**src/rtl/utc_pkg.sv**
```systemverilog
// shared constants and types of the uart transmit channel
package utc_pkg;
	// ****************************************
	// bus and register map
	// ****************************************
	localparam int ADDR_W = 5;
	localparam logic [ADDR_W-1:0] OFS_CTRL = 5'h00;
	localparam logic [ADDR_W-1:0] OFS_TRIG = 5'h04;
	localparam logic [ADDR_W-1:0] OFS_DATA = 5'h08;
	localparam logic [ADDR_W-1:0] OFS_STAT = 5'h0C;
	localparam logic [ADDR_W-1:0] OFS_PRES = 5'h10;
	localparam logic [1:0] RESP_OKAY = 2'h0;
	localparam logic [1:0] RESP_SLVERR = 2'h2;

	// ****************************************
	// field positions
	// ****************************************
	localparam int TRIG_START = 0;
	localparam int TRIG_STOP = 1;
	localparam int STAT_SE = 0;
	localparam int STAT_TSF = 1;
	localparam int STAT_BFF = 2;
	localparam int DATA_TX_LSB = 0;
	localparam int DATA_BAUD_LSB = 8;
	localparam int CTRL_W = 10;

	// ****************************************
	// types
	// ****************************************
	// control word, bit 0 is the serial output level
	typedef struct packed {
		logic [1:0] parity;
		logic stop2;
		logic lsb_first;
		logic len8;
		logic clk_gate;
		logic int_sel;
		logic level_inv;
		logic out_en;
		logic out_level;
	} utc_ctrl_type;

	typedef enum logic [4:0] {
		ST_IDLE = 5'h01,
		ST_START = 5'h02,
		ST_DATA = 5'h04,
		ST_PAR = 5'h08,
		ST_STOP = 5'h10
	} utc_state_type;

	// ****************************************
	// reset values and last data bit indexes
	// ****************************************
	localparam utc_ctrl_type CTRL_RST = 10'h061;
	localparam logic [7:0] BAUD_RST = 8'h04;
	localparam logic [3:0] PRES_RST = 4'h0;
	localparam logic [2:0] LAST_BIT8 = 3'h7;
	localparam logic [2:0] LAST_BIT7 = 3'h6;
endpackage : utc_pkg

```
**src/rtl/utc_bit_timer.sv**
```systemverilog
// bit period timer: prescaler plus baud divider
`timescale 1ns/100ps
`default_nettype none
module utc_bit_timer import utc_pkg::*; (
	// clock and reset
	input wire logic clk,
	input wire logic rst,
	// setup
	input wire logic run,
	input wire logic [3:0] presc,
	input wire logic [6:0] div,
	// one pulse per bit
	output logic tick
);
	logic [15:0] pre_q;
	logic [7:0] cnt_q;
	logic tick_q;

	// operation clock enable is fclk divided by two to the presc
	wire [15:0] pre_mask = 16'(16'h0001 << presc) - 16'h0001;
	wire mck = (pre_q & pre_mask) == pre_mask;
	// bit period is (div + 1) * 2 operation clocks
	wire [7:0] last = {div, 1'b1};
	wire hit = run & mck & (cnt_q == last);

	// free prescaler keeps running so its phase is no hazard
	always_ff @(posedge clk) begin
		if (rst) begin
			pre_q <= 16'h0000;
			cnt_q <= 8'h00;
			tick_q <= 1'b0;
		end else begin
			pre_q <= pre_q + 16'h0001;
			tick_q <= hit;
			if (!run || hit)
				cnt_q <= 8'h00;
			else if (mck)
				cnt_q <= cnt_q + 8'h01;
		end
	end

	assign tick = tick_q;
endmodule : utc_bit_timer
`default_nettype wire

```
**src/rtl/utc_uart_tx.sv**
```systemverilog
// uart transmit channel with axi4-lite register port
`timescale 1ns/100ps
`default_nettype none
module utc_uart_tx import utc_pkg::*; (
	// clock and reset
	input wire logic SYS_CLK,
	input wire logic SRST,
	// axi4-lite write address
	input wire logic [ADDR_W-1:0] S_AXI_AWADDR,
	input wire logic S_AXI_AWVALID,
	output logic S_AXI_AWREADY,
	// axi4-lite write data
	input wire logic [31:0] S_AXI_WDATA,
	input wire logic [3:0] S_AXI_WSTRB,
	input wire logic S_AXI_WVALID,
	output logic S_AXI_WREADY,
	// axi4-lite write response
	output logic [1:0] S_AXI_BRESP,
	output logic S_AXI_BVALID,
	input wire logic S_AXI_BREADY,
	// axi4-lite read address
	input wire logic [ADDR_W-1:0] S_AXI_ARADDR,
	input wire logic S_AXI_ARVALID,
	output logic S_AXI_ARREADY,
	// axi4-lite read data
	output logic [31:0] S_AXI_RDATA,
	output logic [1:0] S_AXI_RRESP,
	output logic S_AXI_RVALID,
	input wire logic S_AXI_RREADY,
	// serial line
	output logic TXD,
	output logic TXD_OE,
	// transmit interrupt pulse
	output logic TX_IRQ
);
	// ****************************************
	// helpers
	// ****************************************
	function automatic logic is_mapped(input logic [ADDR_W-1:0] a);
		return (a == OFS_CTRL) || (a == OFS_TRIG) || (a == OFS_DATA) ||
			(a == OFS_STAT) || (a == OFS_PRES);
	endfunction : is_mapped

	function automatic logic [31:0] merge(input logic [31:0] old, input logic [31:0] nw,
		input logic [3:0] strb);
		logic [31:0] r;
		r = old;
		for (int i = 0; i < 4; i++) begin
			if (strb[i])
				r[i*8 +: 8] = nw[i*8 +: 8];
		end
		return r;
	endfunction : merge

	function automatic logic [7:0] rev8(input logic [7:0] v);
		logic [7:0] r;
		r = 8'h00;
		for (int i = 0; i < 8; i++) begin
			r[i] = v[7-i];
		end
		return r;
	endfunction : rev8

	// ****************************************
	// bus slave state
	// ****************************************
	logic aw_rdy_q;
	logic w_rdy_q;
	logic b_vld_q;
	logic ar_rdy_q;
	logic r_vld_q;
	logic [ADDR_W-1:0] aw_addr_q;
	logic [31:0] w_data_q;
	logic [3:0] w_strb_q;
	logic [1:0] b_resp_q;
	logic [1:0] r_resp_q;
	logic [31:0] r_data_q;

	// ****************************************
	// channel state
	// ****************************************
	utc_ctrl_type ctrl_q;
	utc_ctrl_type ctrl_d;
	utc_state_type state_q;
	utc_state_type state_d;
	logic en_q;
	logic bff_q;
	logic [7:0] buf_q;
	logic [7:0] baud_q;
	logic [3:0] pres_q;
	logic [7:0] sh_q;
	logic [7:0] sh_d;
	logic [2:0] cnt_q;
	logic [2:0] cnt_d;
	logic par_q;
	logic stop2_q;
	logic stop2_d;
	logic irq_q;
	logic load;
	logic fin;
	logic tick;
	logic line_bit;

	// ****************************************
	// write decode
	// ****************************************
	// both halves captured and no response pending: perform the write
	wire wr_fire = ~aw_rdy_q & ~w_rdy_q & ~b_vld_q;
	wire rd_fire = S_AXI_ARVALID & ar_rdy_q;
	wire wr_ctrl = wr_fire & (aw_addr_q == OFS_CTRL);
	wire wr_trig = wr_fire & (aw_addr_q == OFS_TRIG) & w_strb_q[0];
	wire wr_data = wr_fire & (aw_addr_q == OFS_DATA);
	wire wr_pres = wr_fire & (aw_addr_q == OFS_PRES) & w_strb_q[0];
	wire wr_tx = wr_data & w_strb_q[0];
	wire wr_baud = wr_data & w_strb_q[1];
	wire start_req = wr_trig & w_data_q[TRIG_START];
	wire stop_req = wr_trig & w_data_q[TRIG_STOP];
	wire [31:0] ctrl_wr = merge({22'h000000, ctrl_q}, w_data_q, w_strb_q);

	// clock gate low holds the rest of the unit in reset
	wire unit_rst = SRST | ~ctrl_q.clk_gate;
	wire busy = state_q != ST_IDLE;

	// ****************************************
	// frame preparation
	// ****************************************
	// msb first is sent by reversing the used bits and shifting from bit 0
	wire [7:0] data_used = ctrl_q.len8 ? buf_q : {1'b0, buf_q[6:0]};
	wire [7:0] data_rev = ctrl_q.len8 ? rev8(buf_q) : rev8({buf_q[6:0], 1'b0});
	wire [7:0] frame_bits = ctrl_q.lsb_first ? data_used : data_rev;
	wire par_bit = (ctrl_q.parity == 2'h2) ? ^data_used :
		(ctrl_q.parity == 2'h3) ? ~^data_used : 1'b0;
	wire [2:0] last_bit = ctrl_q.len8 ? LAST_BIT8 : LAST_BIT7;

	// ****************************************
	// frame sequencer
	// ****************************************
	always_comb begin
		state_d = state_q;
		sh_d = sh_q;
		cnt_d = cnt_q;
		stop2_d = stop2_q;
		load = 1'b0;
		fin = 1'b0;
		unique case (state_q)
			ST_IDLE: begin
				if (en_q && bff_q) begin
					state_d = ST_START;
					sh_d = frame_bits;
					cnt_d = last_bit;
					load = 1'b1;
				end
			end
			ST_START: begin
				if (tick)
					state_d = ST_DATA;
			end
			ST_DATA: begin
				if (tick) begin
					sh_d = sh_q >> 1;
					cnt_d = cnt_q - 3'h1;
					stop2_d = 1'b0;
					if (cnt_q == 3'h0)
						state_d = (ctrl_q.parity != 2'h0) ? ST_PAR : ST_STOP;
				end
			end
			ST_PAR: begin
				if (tick)
					state_d = ST_STOP;
			end
			ST_STOP: begin
				if (tick) begin
					if (ctrl_q.stop2 && !stop2_q) begin
						stop2_d = 1'b1;
					end else begin
						state_d = ST_IDLE;
						fin = 1'b1;
					end
				end
			end
		endcase
		// a stop abandons any frame at once; a pending byte stays buffered, not lost
		if (stop_req) begin
			state_d = ST_IDLE;
			load = 1'b0;
		end
	end

	// level of the line for the coming bit; idle and stop are mark
	assign line_bit = (state_d == ST_START) ? 1'b0 :
		(state_d == ST_DATA) ? sh_d[0] :
		(state_d == ST_PAR) ? par_q : 1'b1;
	wire hw_drive = (state_d != ST_IDLE) | fin;

	// ****************************************
	// control word update
	// ****************************************
	// hardware owns the level bit while a frame runs; otherwise software may force it
	always_comb begin
		ctrl_d = ctrl_q;
		if (wr_ctrl)
			ctrl_d = utc_ctrl_type'(ctrl_wr[CTRL_W-1:0]);
		else if (!ctrl_q.clk_gate)
			ctrl_d = CTRL_RST;
		if (hw_drive && ctrl_q.clk_gate)
			ctrl_d.out_level = line_bit ^ ctrl_q.level_inv;
	end

	always_ff @(posedge SYS_CLK) begin
		if (SRST)
			ctrl_q <= CTRL_RST;
		else
			ctrl_q <= ctrl_d;
	end

	// ****************************************
	// channel registers
	// ****************************************
	// a buffer write in the load cycle wins over the clear
	always_ff @(posedge SYS_CLK) begin
		if (unit_rst) begin
			state_q <= ST_IDLE;
			en_q <= 1'b0;
			bff_q <= 1'b0;
			buf_q <= 8'h00;
			baud_q <= BAUD_RST;
			pres_q <= PRES_RST;
			sh_q <= 8'h00;
			cnt_q <= 3'h0;
			par_q <= 1'b0;
			stop2_q <= 1'b0;
			irq_q <= 1'b0;
		end else begin
			state_q <= state_d;
			sh_q <= sh_d;
			cnt_q <= cnt_d;
			stop2_q <= stop2_d;
			if (stop_req)
				en_q <= 1'b0;
			else if (start_req)
				en_q <= 1'b1;
			if (wr_tx) begin
				buf_q <= w_data_q[DATA_TX_LSB +: 8];
				bff_q <= 1'b1;
			end else if (load) begin
				bff_q <= 1'b0;
			end
			if (load)
				par_q <= par_bit;
			if (wr_baud)
				baud_q <= w_data_q[DATA_BAUD_LSB +: 8];
			if (wr_pres)
				pres_q <= w_data_q[3:0];
			// buffer empty on load, transfer end on the last stop bit
			irq_q <= (load & ctrl_q.int_sel) | (fin & ~ctrl_q.int_sel);
		end
	end

	// ****************************************
	// bit timing
	// ****************************************
	utc_bit_timer u_timer (
		.clk(SYS_CLK),
		.rst(unit_rst),
		.run(busy),
		.presc(pres_q),
		.div(baud_q[7:1]),
		.tick(tick)
	);

	// ****************************************
	// read decode
	// ****************************************
	wire [31:0] stat_val = {29'h00000000, bff_q, busy, en_q};
	wire [31:0] rd_val = (S_AXI_ARADDR == OFS_CTRL) ? {22'h000000, ctrl_q} :
		(S_AXI_ARADDR == OFS_DATA) ? {16'h0000, baud_q, buf_q} :
		(S_AXI_ARADDR == OFS_STAT) ? stat_val :
		(S_AXI_ARADDR == OFS_PRES) ? {28'h0000000, pres_q} : 32'h00000000;

	// ****************************************
	// axi4-lite handshakes
	// ****************************************
	// address and data are caught separately so either may come first
	always_ff @(posedge SYS_CLK) begin
		if (SRST) begin
			aw_rdy_q <= 1'b1;
			w_rdy_q <= 1'b1;
			b_vld_q <= 1'b0;
			b_resp_q <= RESP_OKAY;
			aw_addr_q <= '0;
			w_data_q <= 32'h00000000;
			w_strb_q <= 4'h0;
		end else begin
			if (S_AXI_AWVALID && aw_rdy_q) begin
				aw_rdy_q <= 1'b0;
				aw_addr_q <= S_AXI_AWADDR;
			end
			if (S_AXI_WVALID && w_rdy_q) begin
				w_rdy_q <= 1'b0;
				w_data_q <= S_AXI_WDATA;
				w_strb_q <= S_AXI_WSTRB;
			end
			if (wr_fire) begin
				b_vld_q <= 1'b1;
				b_resp_q <= is_mapped(aw_addr_q) ? RESP_OKAY : RESP_SLVERR;
			end
			if (b_vld_q && S_AXI_BREADY) begin
				b_vld_q <= 1'b0;
				aw_rdy_q <= 1'b1;
				w_rdy_q <= 1'b1;
			end
		end
	end

	// one read in flight; data held until rready
	always_ff @(posedge SYS_CLK) begin
		if (SRST) begin
			ar_rdy_q <= 1'b1;
			r_vld_q <= 1'b0;
			r_data_q <= 32'h00000000;
			r_resp_q <= RESP_OKAY;
		end else if (rd_fire) begin
			ar_rdy_q <= 1'b0;
			r_vld_q <= 1'b1;
			r_data_q <= rd_val;
			r_resp_q <= is_mapped(S_AXI_ARADDR) ? RESP_OKAY : RESP_SLVERR;
		end else if (r_vld_q && S_AXI_RREADY) begin
			ar_rdy_q <= 1'b1;
			r_vld_q <= 1'b0;
		end
	end

	// ****************************************
	// outputs
	// ****************************************
	assign S_AXI_AWREADY = aw_rdy_q;
	assign S_AXI_WREADY = w_rdy_q;
	assign S_AXI_BVALID = b_vld_q;
	assign S_AXI_BRESP = b_resp_q;
	assign S_AXI_ARREADY = ar_rdy_q;
	assign S_AXI_RVALID = r_vld_q;
	assign S_AXI_RDATA = r_data_q;
	assign S_AXI_RRESP = r_resp_q;
	assign TXD = ctrl_q.out_level;
	assign TXD_OE = ctrl_q.out_en;
	assign TX_IRQ = irq_q;
endmodule : utc_uart_tx
`default_nettype wire

```
**config.mk**
```make
export PLATFORM = sky130hd
export DESIGN_NAME = utc_uart_tx
export DESIGN_NICKNAME = d
export VERILOG_FILES = /design/src/rtl/utc_pkg.sv /design/src/rtl/utc_bit_timer.sv /design/src/rtl/utc_uart_tx.sv
export SDC_FILE = /design/constraint.sdc
export NUM_CORES = 1
export LEC_CHECK = 0
export BUFFER_PORTS_ARGS = -buffer_cell sky130_fd_sc_hd__clkbuf_2
export CORE_UTILIZATION = 40
export CTS_CLUSTER_SIZE = 25
export DETAILED_ROUTE_END_ITERATION = 10
export SLEW_MARGIN = 20
export SYNTH_ARGS = -nofsm -noshare
export SYNTH_HDL_FRONTEND = slang
export SYNTH_HIERARCHICAL = 1
export SYNTH_SLANG_ARGS = --single-unit
```
**constraint.sdc**
```tcl
create_clock -name SYS_CLK -period 4.6 [get_ports SYS_CLK]
set_input_delay 0.69 -clock SYS_CLK [delete_from_list [all_inputs] [get_ports SYS_CLK]]
set_output_delay 0.69 -clock SYS_CLK [all_outputs]
set_load 0.03 [all_outputs]
```
==> key figures <==
CTS
  • CTS H-tree lvls: 4
  • TritonCTS clock tree: built
  • Clock transition at path regs: 0.05 ns
  • Deepest clock path buffer count: 2
  • Clock root buffer: clkbuf_16
  • Post CTS Setup Buffer Count: 0
  • Worst skew pair latency: 0.41 ns
  • Inserted Clock Buffers: 17
  • Clock tree sinks: 121
  • Post-cts resize count: 0
  • Post-CTS Hold Buffers: 0

Detailed routing
  • DR vias: 5,317
  • Drt drc: 0
  • Pre-Repair DR Iteration Count: 5
  • Antenna viol nets, final: 0
  • Iter 0 DRT Violations: 358
  • WL per Instance: 15.5 um
  • Routed vias/inst: 5.52
  • Total Wirelength: 15,000 um

Logic synthesis
  • Synth cell types: 74
  • Mapped Area: 0.00600 mm2
  • Synthesized area per cell: 8.26 um2
  • Syn Inst Count: 726
  • Ys async rst share: 0%
  • Sequential fraction of the synthesis area: 40.4%
  • Top FF cell, synth: dfxtp_1
  • Number of synthesized flops with an enable pin: 0
  • #FFs+latches synth: 121
  • Yosys warning count: 6

Global route
  • Global route total overflow: 0
  • Number of global-route vias before repair: 4,952
  • Initial antenna violation count: 0
  • GRT Total Usage: 19.8%
  • First-pass GRT wire length: 24,900 um
  • Largest net degree at the start of global routing: 57

Worst setup path
  • Largest fanout on the critical path: 14
  • Crit Path Class: reg -> reg
  • WP data arrival: 3.57 ns
  • R2r setup slk: 1.32 ns
  • Worst setup SP type: flop
  • Critical Path RT: 4.90 ns
  • Setup crit end kind: flop

Pwr
  • Maximum VDD drop: 203 uV
  • Leakage power: 2.53 nW
  • PD cells: 370 mW/mm2

Floorplan
  • Total core area: 0.0146 mm2
  • Die W: 124 um
  • Starting Density: 41.1%
  • Die height: 124 um
  • Die ar.: 0.0155 mm2
  • Boundary Pins: 97
  • Row count: 44

STA
  • Worst slew margin: 46.2%
  • Maximum clock rate: 305 MHz
  • Final min period: 3.28 ns
  • # setup viols final: 0
  • Final Hold Viols: 0
  • Post-route setup TNS: 0 ns
  • RSZ-0062 raised after global routing: no
  • Slew @ Worst Pin: 0.796 ns
  • Fin. max-slew vios: 0
  • Skew final: 0.00688 ns
  • Final Cycle Share: 71.2%
  • Hold WS: 0.457 ns

Final layout
  • Final nets: 825
  • Layout cells sized above 1: 14.5%
  • ANT cells: 0
  • Layout area overhead: 14.7%

Run
  • Max Cap Viol: 0

Placed design
  • Placer congestion estimate: 0.842
  • Port Buf Inserts: 60
  • Post-DP HPWL: 10,600 um

Min path
  • Min-delay worst type: reg -> reg

Run status
  • Status: finished clean
layout make-up:
type | count | area (um2)
Inverter | 20 | 75.1
Multi-Input combinational cell | 544 | 3240
Timing Repair Buffer | 63 | 323
Clock buffer | 19 | 443
Tap cell | 184 | 230
Fill cell | 1411 | 7710
Sequential cell | 121 | 2420
Clock inverter | 13 | 146
routing by layer:
metal | global-route usage (%) | up-vias | part of all wire, %
li1 | - | 2619 | -
met1 | 27.2 | 2522 | 49
met2 | 30.8 | 163 | 45
met3 | 4.12 | 13 | 5.5
met4 | 6.80 | 0 | 1.0
met5 | 0 | - | 0
logic make-up after synthesis:
kind of cell             share of synthesized area (%)
AND/OR/NAND/NOR                                   26.2
AO/OA/AOI/OAI                                     17.6
flip-flops                                        40.4
buffers and inverters                             6.66
XOR/XNOR                                          4.09
multiplexers                                      3.88
adder cells (fa/ha/maj)                           1.04
other                                           0.0625
critical path: stages, from the launching register on:
cell and delay [ns]:
dfxtp_1 0.60, or3b_4 0.46, nor3_4 0.41, nor2_2 0.20, a221o_1 0.34, or4b_1 0.48
a31oi_1 0.31, xnor2_1 0.11, o31a_1 0.23
where the power goes:
part / switching, mW / internal (mW)
registers: 0.0228 / 1.07
logic: 0.0988 / 0.0409
clock network: 0.496 / 0.815
total: 0.617 / 1.93
path summary, 6_finish.rpt:
| kind | start | endpoint | cells after the start |
|---|---|---|---|
| min reg2reg | sh_q[6]$_SDFFE_PP0P_ | sh_q[5]$_SDFFE_PP0P_ | 2 |
| max reg2reg | state_q[2]$_SDFF_PP0_ | TXD$_SDFFE_PP1P_ | 8 |
| min | sh_q[6]$_SDFFE_PP0P_ | sh_q[5]$_SDFFE_PP0P_ | 2 |
| max | state_q[2]$_SDFF_PP0_ | TXD$_SDFFE_PP1P_ | 8 |
cell usage after synthesis (9+ instances only):
library cell  number  share of area, %
a21oi_1           71               5.9
clkbuf_1          26               1.6
a221oi_1           9               1.3
xor2_1            13               1.9
a22oi_1           13               1.6
or3_1             10               1.0
inv_1             19               1.2
o21ai_0           22               1.8
nand2b_1          15               1.6
dfxtp_1          121                40
nor3_1            16               1.3
mux2i_1           21               3.5
nor2b_1            9              0.94
buf_4             18               2.3
nand3_1           27               2.3
nand2_1          106               6.6
nand4_1           11               1.1
a211oi_1          10               1.3
xnor2_1           15               2.2
nor2_1            63               3.9
registers in the layout, summed over array words and instances (netlist names), 2 cells and up:
signal / cells
w_strb_q: 2
pres_q: 4
u_timer/pre_q: 15
w_data_q: 16
state_q: 5
u_timer/cnt_q: 8
sh_q: 8
ctrl_q: 8
S_AXI_RDATA: 16
buf_q: 8
baud_q: 8
aw_addr_q: 5
cnt_q: 3
layout by cell type, fill, tap and decap left out, types with 5 or more instances in the layout:
cell | netlist | layout
nor3_1 | 16 | 16
or3_1 | 10 | 10
and2_1 | 5 | 5
nand4_1 | 11 | 11
mux2i_1 | 21 | 21
and3_1 | 5 | 5
a31oi_1 | 5 | 5
clkbuf_2 | 0 | 60
clkinvlp_4 | 0 | 5
nor2b_1 | 9 | 9
a22oi_1 | 13 | 13
ha_1 | 5 | 5
a221oi_1 | 9 | 9
o2bb2ai_1 | 5 | 5
o21ai_0 | 22 | 22
clkbuf_16 | 0 | 17
nand3_1 | 27 | 27
nor4b_1 | 6 | 6
a21oi_1 | 71 | 71
nand2b_1 | 15 | 15
nand2_1 | 106 | 106
xnor2_1 | 15 | 15
xor2_1 | 13 | 13
nor2_1 | 63 | 63
conb_1 | 1 | 18
a211oi_1 | 10 | 10
dfxtp_1 | 121 | 121
inv_1 | 19 | 19
per-stage QoR:
| step | power, mW | cells | utilization [%] | worst slack [ns] | cell area, um2 |
|---|---|---|---|---|---|
| 2_1_floorplan | 1.22 | 743 | - | 2.02 | 6060 |
| 3_3_place_gp | 1.25 | 932 | 43.1 | 1.42 | 6290 |
| 3_5_place_dp | 1.26 | 932 | 43.1 | 1.41 | 6290 |
| 4_1_cts | 2.57 | 964 | 47.1 | 1.39 | 6880 |
| 5_1_grt | 2.63 | 964 | 47.1 | 1.20 | 6880 |
| 6_report | 2.54 | 964 | 47.1 | 1.32 | 6880 |
(Power assumes the default switching activity.)
